===== src/hw/lpi_defines.svh =====
`ifndef LPI_DEFINES_SVH
`define LPI_DEFINES_SVH

`define LPI_ADDR_MASTER    8'h0E
`define LPI_ADDR_INT_FIRST 8'h10
`define LPI_ADDR_INT_LAST  8'h17
`define LPI_MASTER_RESET   8'h00
`define LPI_INT_RESET      8'h00
`define LPI_RD_UNMAPPED    8'h00

`define LPI_MST_HI 7
`define LPI_MST_LO 4
`define LPI_GLB_HI 3
`define LPI_GLB_LO 0

`define LPI_STATIC_NIB 4'hF
`define LPI_MST_OFF    4'h0
`define LPI_LAST_SLOT  4'hE
`define LPI_LAST_CYC   4'hF

`define LPI_CLK_HZ      20000000
`define LPI_OSC_HZ      32000
`define LPI_STEP_CYCLES (`LPI_CLK_HZ / `LPI_OSC_HZ)
`define LPI_PRE_W       10

`define LPI_NUM_OUT  17
`define LPI_NUM_IREG 8
`define LPI_EXTRA_IX 16

`endif


===== src/hw/lpi_pkg.sv =====
`include "lpi_defines.svh"

package lpi_pkg;

  typedef logic [3:0]                lpi_nib_t;
  typedef logic [`LPI_NUM_OUT-1:0]   lpi_bits_t;

  typedef struct packed {
    logic       wr;
    logic [7:0] addr;
    logic [7:0] wdata;
  } lpi_reg_req_s;

  typedef struct packed {
    logic      enable;
    logic      flip;
    lpi_bits_t phase0;
    lpi_bits_t phase1;
  } lpi_blink_s;

  typedef struct packed {
    logic [`LPI_PRE_W-1:0]           prescale;
    lpi_nib_t                        slot;
    lpi_nib_t                        cyc;
    logic                            running;
    lpi_nib_t                        sh_master;
    lpi_nib_t [`LPI_NUM_OUT-1:0]     sh_int;
    lpi_bits_t                       sh_level;
    logic [7:0]                      master;
    logic [`LPI_NUM_IREG-1:0][7:0]   int_regs;
    lpi_bits_t                       pin_oe;
    lpi_bits_t                       pin_out;
    logic [7:0]                      rd_data;
  } lpi_state_s;

endpackage


===== src/hw/lpi_top.sv =====
// Functional notes
// - Master nibble zero: all outputs static
// - Eight intensity registers, ignored when overridden
// - Field 0xF static, 0x0-0xE PWM
// - Global flag: master register sole source
// - Level 0: low (n+1)/16; level 1 swapped
// - Setting 0xF holds level bit statically
// - Blink picks level from active phase set
// - Extra output nibble doubles as global value
// - Global replaces all seventeen settings
// - Global flag selects; clearing restores individual
// - Master plus global give 240 steps
// - Global mode applies to all ports
// - Period 240 steps, 15 slots of 16
// - Outside gated slots output stays off
// - Master zero stops the oscillator
// - Steps from 32kHz tick, only when running
`timescale 1ns/1ps
`default_nettype none
`include "lpi_defines.svh"

module lpi_top (
  input  wire logic                 clk,
  input  wire logic                 reset,
  input  wire lpi_pkg::lpi_reg_req_s reg_req,
  input  wire logic                 global_enable,
  input  wire lpi_pkg::lpi_blink_s  blink,
  output logic [7:0]                reg_rd_data,
  output logic [`LPI_NUM_OUT-1:0]   pin_out,
  output logic [`LPI_NUM_OUT-1:0]   pin_oe,
  output logic                      osc_run
);

  localparam logic [`LPI_PRE_W-1:0] STEP_LAST =
    `LPI_PRE_W'(`LPI_STEP_CYCLES - 1);

  lpi_pkg::lpi_state_s state_reg;
  lpi_pkg::lpi_state_s state_next;
  lpi_pkg::lpi_bits_t  level_live;
  lpi_pkg::lpi_nib_t   mst_live;
  logic                tick;
  logic                boundary;

  // Output 16 always reads the shared nibble; the rest only in global mode
  function automatic lpi_pkg::lpi_nib_t eff_int(
    input logic [7:0]                    mreg,
    input logic [`LPI_NUM_IREG-1:0][7:0] iregs,
    input logic                          glb,
    input int                            idx
  );
    logic [7:0] pair;
    pair = iregs[3'(idx / 2)];
    if (glb || idx == `LPI_EXTRA_IX) begin
      return mreg[`LPI_GLB_HI:`LPI_GLB_LO];
    end else if (idx % 2 == 1) begin
      return pair[7:4];
    end else begin
      return pair[3:0];
    end
  endfunction

  // Value the pin shows: 1 releases, 0 sinks
  function automatic logic pin_value(
    input logic              run,
    input lpi_pkg::lpi_nib_t slot,
    input lpi_pkg::lpi_nib_t cyc,
    input lpi_pkg::lpi_nib_t mst,
    input lpi_pkg::lpi_nib_t n,
    input logic              lvl
  );
    if (!run || n == `LPI_STATIC_NIB) begin
      return lvl;
    end else if (slot < mst && cyc <= n) begin
      return lvl;
    end else begin
      return ~lvl;
    end
  endfunction

  function automatic logic is_int_addr(input logic [7:0] a);
    return a >= `LPI_ADDR_INT_FIRST && a <= `LPI_ADDR_INT_LAST;
  endfunction

  assign mst_live = state_reg.master[`LPI_MST_HI:`LPI_MST_LO];
  assign level_live = (blink.enable && blink.flip) ? blink.phase1 : blink.phase0;
  assign tick = state_reg.prescale == STEP_LAST;
  // Stopped: shadows track live values so static outputs follow at once
  assign boundary = !state_reg.running ||
    (tick && state_reg.cyc == `LPI_LAST_CYC && state_reg.slot == `LPI_LAST_SLOT);

  always_comb begin
    logic [2:0] ix;
    ix = 3'h0;
    state_next = state_reg;

    // Register writes
    if (reg_req.wr) begin
      if (reg_req.addr == `LPI_ADDR_MASTER) begin
        state_next.master = reg_req.wdata;
      end else if (is_int_addr(reg_req.addr)) begin
        ix = reg_req.addr[2:0];
        state_next.int_regs[ix] = reg_req.wdata;
      end
    end

    // Registered read-back of stored values
    if (reg_req.addr == `LPI_ADDR_MASTER) begin
      state_next.rd_data = state_reg.master;
    end else if (is_int_addr(reg_req.addr)) begin
      state_next.rd_data = state_reg.int_regs[reg_req.addr[2:0]];
    end else begin
      state_next.rd_data = `LPI_RD_UNMAPPED;
    end

    // Step timebase; held at zero when master is off
    if (mst_live == `LPI_MST_OFF) begin
      state_next.running  = 1'b0;
      state_next.prescale = '0;
      state_next.slot     = 4'h0;
      state_next.cyc      = 4'h0;
    end else if (!state_reg.running) begin
      state_next.running  = 1'b1;
      state_next.prescale = '0;
      state_next.slot     = 4'h0;
      state_next.cyc      = 4'h0;
    end else if (tick) begin
      state_next.prescale = '0;
      state_next.cyc      = state_reg.cyc + 4'h1;
      if (state_reg.cyc == `LPI_LAST_CYC) begin
        if (state_reg.slot == `LPI_LAST_SLOT) begin
          state_next.slot = 4'h0;
        end else begin
          state_next.slot = state_reg.slot + 4'h1;
        end
      end
    end else begin
      state_next.prescale = state_reg.prescale + `LPI_PRE_W'(1);
    end

    // Rewrites land only between periods, avoiding runt pulses
    if (boundary) begin
      state_next.sh_master = mst_live;
      state_next.sh_level  = level_live;
      for (int i = 0; i < `LPI_NUM_OUT; i++) begin
        state_next.sh_int[i] =
          eff_int(state_reg.master, state_reg.int_regs, global_enable, i);
      end
    end

    // Open drain: enable sinks the pin
    state_next.pin_out = '0;
    for (int i = 0; i < `LPI_NUM_OUT; i++) begin
      state_next.pin_oe[i] = ~pin_value(state_reg.running, state_reg.slot,
        state_reg.cyc, state_reg.sh_master, state_reg.sh_int[i],
        state_reg.sh_level[i]);
    end
  end

  always_ff @(posedge clk or posedge reset) begin
    if (reset) begin
      state_reg <= '0;
      state_reg.master <= `LPI_MASTER_RESET;
      state_reg.int_regs <= {`LPI_NUM_IREG{`LPI_INT_RESET}};
      state_reg.pin_oe <= '0;
    end else begin
      state_reg <= state_next;
    end
  end

  assign reg_rd_data = state_reg.rd_data;
  assign pin_oe      = state_reg.pin_oe;
  assign pin_out     = state_reg.pin_out;
  assign osc_run     = state_reg.running;
endmodule
`default_nettype wire


===== config.mk =====
export PLATFORM = sky130hd
export DESIGN_NAME = lpi_top
export DESIGN_NICKNAME = d
export VERILOG_FILES = /design/src/hw/lpi_pkg.sv /design/src/hw/lpi_top.sv
export VERILOG_INCLUDE_DIRS = /design/src /design/src/hw
export SDC_FILE = /design/constraint.sdc
export NUM_CORES = 1
export LEC_CHECK = 0
export BUFFER_PORTS_ARGS = -buffer_cell sky130_fd_sc_hd__buf_2
export CORE_MARGIN = 2
export CORE_UTILIZATION = 59
export DETAILED_ROUTE_END_ITERATION = 6
export PLACE_DENSITY_LB_ADDON = 0.15
export SLEW_MARGIN = 20
export SYNTH_ARGS = -nofsm -noshare
export SYNTH_HDL_FRONTEND = slang
export SYNTH_SLANG_ARGS = --single-unit

===== constraint.sdc =====
create_clock -name clk -period 5.7 [get_ports clk]
set_input_delay 0.285 -clock clk [delete_from_list [all_inputs] [get_ports clk]]
set_output_delay 0.285 -clock clk [all_outputs]
set_load 0.02 [all_outputs]

* Word-level counts from Yosys, hierarchy flattened
Cells that the tools add are included.
Widths: inputs -> output; s select.
** Word-level totals
- Bits in registers :: 177
- Input port bits :: 56
- Word-level logic and storage cells :: 184
** Cells by class
- $add $sub $neg :: 3
- $lt $le $gt $ge :: 15
- Equal/unequal tests :: 16
- Muxes and demuxes :: 57
- Bitwise gates (word level) :: 35
- Reduce and logical (&&, ||, !) cells :: 31
** Operators with widths (count)
- $bwmux 64 :: 1
- $eq 4x4->1 const B :: 12
- $mux 4 :: 11
- $le 4x4->1 :: 10
- $mux 8 :: 5
- $not 1->1 :: 35
- $mux 1 :: 34
- $bmux 8 s3 :: 1
- $demux 8 s3 :: 1
- $mux 19 :: 1
- $mux 18 :: 1
- $mux 17 :: 1
- $logic_and 1x1->1 :: 15
- $logic_or 1x1->1 :: 11
- $add 10x1->10 const B :: 1
- $eq 10x10->1 const B :: 1
- $mux 10 :: 1
- $add 4x1->4 const B :: 2
- $eq 8x4->1 const B :: 1
- $ge 8x5->1 const B :: 1
- $le 8x5->1 const B :: 1
- $ne 3x1->1 const B :: 2
- $logic_not 4->1 :: 1
- $lt 3x4->1 const B :: 1
- other kinds (5) :: 6

* Logic depth before layout (Yosys ltp)
Gate-level depths: netlist (run 1).
- Depth after elaboration :: 6
- Mapped depth :: 10

* Worst setup path before layout (run 1)
Ideal clock, no wire load.
- Path type :: reg2reg
- From :: register state_reg[205] (netlist name)
- To :: register state_reg[191] (netlist name)
- Setup time :: 0.125 ns
- Arrival :: 1.983 ns
- Data required time :: 5.575 ns
- Setup slack :: 3.593 ns
- Stages on the path, launching flop included :: 8
- Clock period less this slack :: 2.107 ns
- Path through :: dfrtp_1 > ha_1 > and3_1 > nand4b_1 > o21a_1 > clkbuf_1 > clkbuf_1 > mux2_2
** On the way
- Longest elaborated chain between the ends :: 4
** RTL lines
- start: declaration :: RTL line lpi_top.sv:37 : lpi_pkg::lpi_state_s state_reg;
- start signal: assignment :: RTL line lpi_top.sv:166 : state_reg <= state_next;
- $eq 4x4->1 (no line)
- $logic_and 1x1->1 (no line) (2 in a row)
- $logic_or 1x1->1 :: RTL line lpi_top.sv:88 : assign boundary = !state_reg.running ||
Every way passes these cells.
A chain may end at the register's enable or synchronous reset.

* Worst setup path in the final report (run 1)
- From :: register state_reg[219] (netlist name)
- To :: register state_reg[191] (netlist name)
** On the way
- Longest elaborated chain between the ends :: 4
** RTL lines
- $eq 10x10->1 :: RTL line lpi_top.sv:86 : assign tick = state_reg.prescale == STEP_LAST;
- $logic_and 1x1->1 (no line) (2 in a row)
- $logic_or 1x1->1 :: RTL line lpi_top.sv:88
Every way passes these cells.

==> results of run 1 <==
through the flow:
step           setup slack (ns)  instance area (sq um)  instances
6_report                   2.80                   9690       1039
4_1_cts                    2.76                   9680       1039
3_5_place_dp               2.80                   9140       1008
3_3_place_gp               2.84                   9130       1007
2_1_floorplan             0.727                   8940        817
5_1_grt                    2.46                   9690       1039
kinds of logic (layout without fill, tap and decap cells):
group,count (synthesis),in the layout
xor+xnor,27,27
mux,109,109
compound gates,170,170
fa+ha+maj,44,44
buf+inv,116,154
other cells,1,17
flops,173,173
simple gates,161,161
cells in the mapped netlist (all sizes together), types with 10 or more instances:
cell type  instances  share of area, %
a211oi            10              0.85
a21oi             40               2.3
buf               56               4.3
clkbuf            22              0.93
dfrtp            173                49
ha                44               6.2
inv               38               1.6
mux2              85                11
mux2i             22               2.5
nand2             70               3.0
nand4             11              0.78
nor2              26               1.2
o211ai            11              0.93
o21ai             64               3.6
xor2              23               2.3
metal layers:
| metal | global-route usage, % | part of all wire (%) | vias up |
|---|---|---|---|
| met5 | 0 | 0 | - |
| met4 | 9.18 | 2.2 | 0 |
| met3 | 5.74 | 5.2 | 30 |
| met2 | 41.6 | 48 | 186 |
| met1 | 35.5 | 44 | 3056 |
| li1 | - | - | 2907 |
cell usage in the layout (no fill, tap or decap), drive strengths merged, types with 9 or more instances in the layout:
master	n
o22ai	9
mux2	85
a21oi	40
nor2	26
a41oi	9
o21ai	64
clkbuf	20
nand2	70
and4b	9
conb	17
a211oi	10
buf	85
ha	44
a21o	9
dfrtp	173
mux2i	22
o211ai	11
inv	41
xor2	23
nand4	11
power breakdown:
part	total [mW]	internal (mW)	switching [mW]
clock	1.06	0.582	0.480
combinational	0.445	0.169	0.276
sequential	1.41	1.34	0.0690
total	2.92	2.09	0.825
worst register-to-register path, stage by stage, from the launching register on:
cell	delay (ns)
dfrtp_1	0.42
nor4_1	0.72
nand4b_1	0.50
o21a_2	0.35
buf_4	0.35
mux2_2	0.44
worst min path at each step:
| stage | start | endpoint | slack (ns) | cells past startpoint |
|---|---|---|---|---|
| 3_5_place_dp | state_reg[114]$_DFFE_PP0P_ | pin_oe[0]$_DFF_PP0_ | 0.45 | 1 |
| 2_1_floorplan | reg_req[2] | state_reg[100]$_DFFE_PP0P_ | 0.42 | 1 |
| 5_1_grt | reset | state_reg[218]$_DFF_PP0_ | 0.06 | 2 |
| 4_1_cts | reset | state_reg[220]$_DFF_PP0_ | 0.03 | 2 |
| 3_3_place_gp | state_reg[127]$_DFFE_PP0P_ | pin_oe[13]$_DFF_PP0_ | 0.45 | 1 |
| 6_report | reset | state_reg[217]$_DFF_PP0_ | -0.006 | 2 |
final cells by class:
class	count	share of cell area [%]
Sequential cell	173	44.7
Multi-Input combinational cell	528	41.3
Clock buffer	20	4.72
Timing Repair Buffer	85	4.53
Tap cell	184	2.38
Inverter	38	1.52
Clock inverter	11	0.878
==> reports/metrics.cfg, run 1 <==
[clocking]
cts_made_buffers = 17
post_cts_buffers = 0
clkLatencyLatePin_ns = 0.43
clk_pin_slew_ns = 0.07
clk_path_buf_depth = 2
root_buffer = clkbuf_16
cts_tree = yes
ctsHoldBuffers = 0
htree_num_levels = 4
clock_sinks = 173
cts_resized = 0

[detailed_routing]
antenna_left = 0
vias_per_cell = 5.95
wl_per_cell_um = 18.7
routed_wl_um = 19400
drt_first_pass_iters = 4
dr_total_vias = 6179
first_iter_violations = 458
drc = 0

[floorplanning]
die_y_um = 127
io-pin-count = 99
start_util_pct = 60.8
die_x_um = 127
num_rows = 44
die-area_sq_um = 16000
core-area_sq_um = 14600

[logic_synthesis]
yosysWarnings = 0
synthCells = 801
synth_top_family_by_area = multiplexers
synth-xor-area-share_pct = 2.66
synth_edf_count = 0
synth_simple_gate_area_share_pct = 9.95
ys_types = 56
muxShareOfSynthArea_pct = 13.8
syn_avg_cell_area_sq_um = 11.1
async_flop_share_pct = 100
synth-seq-cells = 173
ys.flop_type = dfrtp_1
synthAdderAreaFrac_pct = 6.20
ys_seq_area_share_pct = 48.8
syn_area_sq_um = 8880
synth_compound_area_share_pct = 11.7

[worst_setup_path]
critPathTopFamily = simple AND/OR/NAND/NOR gates
cp.buffers_inverters = 1
r2r_setup_slack_ns = 2.80
critPathArrivalTime_ns = 3.20
critical_path_class = flip-flop to flip-flop
path_cells = nor4_1 -> nand4b_1 -> o21a_2 -> buf_4 -> mux2_2
r2r_start = state_reg[219]$_DFF_PP0_
cp_slowest_cell = nor4_1
slowest_delay_ns = 0.72
endpoint = state_reg[191]$_DFFE_PP0P_
cp-start-kind = flip-flop
critical_path_required_ns = 6.00
crit_start = state_reg[219]$_DFF_PP0_
path_depth = 5
cp-end-kind = flip-flop
rr_worst_depth = 5
crit_fanout = 106
reg2reg_to = state_reg[191]$_DFFE_PP0P_

[sta]
slew_viol_final = 0
tightest_slew_ns = 0.924
max_freq_ghz = 0.345
setup-tns-final_ns = 0
period_share_pct = 50.8
final_hold_viol_count = 2
finalSetupViolCount = 0
slew_headroom_pct = 37.9
hold_ws_ns = -0.00643
skew_ns = 0.0104
fin_crit_ns = 2.90
rsz0062_at_grt = false

[finish]
multi_input_area_sq_um = 4000
area_growth_pct = 9.12
register_area_sq_um = 4330
fillCellCount = 1105
nets = 943
drive_gt1_share_pct = 25.0
utilization_pct = 66.4
antennaDiodeCount = 0
largest_register_ffs = 143

[global_routing]
grt_max_degree = 107
grt_use_total_pct = 26.0
grt_pass1_wl_um = 32700
antenna_found_initial = 1
grt_pass1_vias = 6264
grt-ovfl-total = 0

[placement]
hpwl_um = 14000
gp_congestion = 0.852
port_buffers = 81

[run_status]
status = finished with violations
violations = hold timing

[power]
p_per_area_nw_per_um2 = 301
vdd_drop_max_v = 0.000299
p_leak_nw = 4.60
finalPower_mw = 2.92

[run]
cap_violations = 0

[hold_path]
hp-class = input pin to asynchronous set/reset pin

Note: power is estimated with default switching activity, not from simulation.
==> inputs of run 2 (changes only) <==
--- a/config.mk
+++ b/config.mk
@@ -8,7 +8,7 @@
 export LEC_CHECK = 0
 export BUFFER_PORTS_ARGS = -buffer_cell sky130_fd_sc_hd__buf_2
 export CORE_MARGIN = 2
-export CORE_UTILIZATION = 59
+export CORE_UTILIZATION = 53
 export DETAILED_ROUTE_END_ITERATION = 6
 export PLACE_DENSITY_LB_ADDON = 0.15
 export SLEW_MARGIN = 20
==> constraint.sdc (replaced) <==
create_clock -name clk -period 2.5 [get_ports clk]
set_input_delay 0.125 -clock clk [delete_from_list [all_inputs] [get_ports clk]]
set_output_delay 0.125 -clock clk [all_outputs]
set_load 0.02 [all_outputs]
==> run 2 against run 1 <==
Compared with the run above:
- the run now ends clean
- largest power group unchanged
- critical path depth grew 3
- critical endpoint is now pin_oe[16]$_DFF_PP0_
- total power increased by 130%
- largest cell class unchanged
- non-clock buffer count increased by 24
- register-to-register slack got worse by 2.6 ns
- sequential power increased by 130%
- sequential share of layout area is 1.5 points lower
- clock power up 140%
==> reports/metrics.cfg, run 2 (synthesis gave the netlist of run 1 again) <==
[sta]
finalSetupViolCount = 0  ; unchanged
setup_slack_ns = 0.233  ; -2.57 ns
tightest_slew_ns = 0.839  ; -0.0845 ns
final_hold_viol_count = 0  ; -2
slew_headroom_pct = 43.9  ; +6.0 points
fin_crit_ns = 2.27  ; -0.630 ns
setup-tns-final_ns = 0  ; unchanged
slew_viol_final = 0  ; unchanged
hold_ws_ns = 0.00443  ; +0.0109 ns
rsz0062_at_grt = false
skew_ns = 0.00837  ; -0.00199 ns
period_share_pct = 90.7  ; +40 points
max_freq_ghz = 0.441  ; +28%

[detailed_routing]
drt_first_pass_iters = 4  ; unchanged
vias_per_cell = 5.70  ; -4.2%
dr_total_vias = 6265  ; +1.4%
antenna_left = 0  ; unchanged
wl_per_cell_um = 19.1  ; +1.9%
first_iter_violations = 432  ; -5.7%
drc = 0  ; unchanged
routed_wl_um = 21000  ; +7.9%

[power]
power_frac_clock_pct = 37.0  ; +0.6 points
power_frac_comb_pct = 15.7  ; +0.5 points
swShare_pct = 28.4  ; +0.11 points
p_leak_nw = 4.75  ; +3.2%
finalPower_mw = 6.80  ; +130%
p_per_area_nw_per_um2 = 680  ; +130%
pwr-share-seq_pct = 47.2  ; -1.1 points
vdd_drop_max_v = 0.000514  ; +72%
p_switching_mw = 1.93  ; +130%
internal_power_mw = 4.87  ; +130%

[clocking]
clk_path_buf_depth = 2  ; unchanged
cts_made_buffers = 17  ; unchanged
clk_pin_slew_ns = 0.07  ; about the same
cts_tree = yes
clkLatencyLatePin_ns = 0.43  ; about the same
htree_num_levels = 4  ; unchanged
root_buffer = clkbuf_16
clock_sinks = 173  ; unchanged
post_cts_buffers = 0  ; unchanged

[finish]
antennaDiodeCount = 0  ; unchanged
design_area_sq_um = 10000  ; +3.4%
register_area_sq_um = 4330  ; unchanged
largest_register_ffs = 143  ; unchanged
drive_gt1_share_pct = 26.0  ; +0.99 points
multi_input_area_sq_um = 4000  ; unchanged
fillCellCount = 1407  ; +27%
area_growth_pct = 12.8
layout_common_cells = dfrtp_1 (173), buf_2 (81), mux2_2 (79)
nets = 967  ; +2.5%
layout_commonest_cell = dfrtp_1

[floorplanning]
start_util_pct = 53.9  ; -6.9 points
die_x_um = 133  ; +5.3%
core-area_sq_um = 16500  ; +13%
die_y_um = 133  ; +5.3%
io-pin-count = 99  ; unchanged
num_rows = 47  ; +6.8%
die-area_sq_um = 17800  ; +11%

[hold_path]
holdPathStages = 3
hp-class = input pin to flip-flop

[worst_setup_path]
critical_path_class = flip-flop to flip-flop
rr_worst_depth = 8  ; +3
critical_path_required_ns = 2.85  ; -3.15 ns
critPathArrivalTime_ns = 2.61  ; -0.59 ns
cp-end-kind = flip-flop
crit_fanout = 9  ; -92%
cp-start-kind = flip-flop

[placement]
place_area_sq_um = 9350  ; +2.3%
port_buffers = 81  ; unchanged
hpwl_um = 15500  ; +10%
dp_slack_ns = 0.262  ; -2.54 ns
gp_congestion = 0.855  ; +0.34%

[global_routing]
use_met1_pct = 31.6  ; -3.9 points
grt-ovfl-total = 0  ; unchanged
grt_pass1_vias = 6506  ; +3.9%
grt_use_total_pct = 24.7  ; -1.4 points
use_met3_pct = 4.76  ; -0.98 points
grt_pass1_wl_um = 34000  ; +4.0%
top_usage_layer = met2
antenna_found_initial = 0  ; -1
grt_max_degree = 99  ; -7.5%
met2_usage_pct = 41.6  ; +0.053 points

[run_status]
status = finished clean

[run]
cap_violations = 0  ; unchanged

==> run 2: changes by cell type in the layout (fill, tap and decap cells not counted) <==
cell	before	now
buf_12	0	5
clkbuf_8	2	1
buf_6	1	0
clkinv_2	2	4
buf_4	3	13
inv_6	3	2
clkinv_4	1	4
bufinv_16	0	1
inv_8	1	0
clkinvlp_4	5	3
dlygate4sd3_1	0	10
==> run 2: final cells by class <==
class | count | area share, %
clock buffer | 19 | 4.42
clock inverter | 13 | 1.17
inverter | 38 | 1.46
multi-input combinational | 528 | 39.9
sequential | 173 | 43.2
tap | 220 | 2.75
timing repair buffer | 109 | 7.02
==> run 2: power groups by stage <==
stage          Clock, mW  Combinational, mW  Sequential [mW]
5_1_grt             2.68               1.18             3.25
3_5_place_dp           0               1.06             3.26
2_1_floorplan          0              0.889             3.21
4_1_cts             2.56               1.08             3.21
3_3_place_gp           0               1.01             3.26
6_report            2.52               1.07             3.21
==> run 2: what timing repair did <==
item	CTS	global route
hold buffers	10	0
endpoints found under the hold margin	35	0
gates resized for setup	0	0
==> run 2: critical path: stages (launching register included) <==
cell and delay (ns):
dfrtp_1 0.46, buf_4 0.22, ha_1 0.32, and4b_1 0.21, a211oi_1 0.23, a41oi_1 0.13, o211ai_1 0.22, buf_4 0.22
xor2_1 0.17
==> run 2: path summary, 6_finish.rpt <==
kind / from / to / slack, ns
max: state_reg[207]$_DFFE_PP0P_ / pin_oe[16]$_DFF_PP0_ / 0.23
min: blink[32] / state_reg[129]$_DFFE_PP0P_ / 0.004
max reg2reg: state_reg[207]$_DFFE_PP0P_ / pin_oe[16]$_DFF_PP0_ / 0.23
min reg2reg: state_reg[118]$_DFFE_PP0P_ / pin_oe[4]$_DFF_PP0_ / 0.46
max in group asynchronous: reset / state_reg[191]$_DFFE_PP0P_ / 1.42
min in group asynchronous: reset / state_reg[219]$_DFF_PP0_ / 0.42
==> run 2: metrics by stage <==
step / util (%) / std cells
after floorplan: - / 817
after global placement: 56.8 / 1058
after detailed placement: 56.8 / 1058
after CTS: 60.8 / 1100
after global routing: 60.8 / 1100
final: 60.8 / 1100
==> run 2: metal layers <==
metal | vias to the layer above | routed length [um]
met2 | 175 | 10300
li1 | 2928 | -
met5 | - | 0
met4 | 0 | 620
met3 | 35 | 1010
met1 | 3127 | 9010
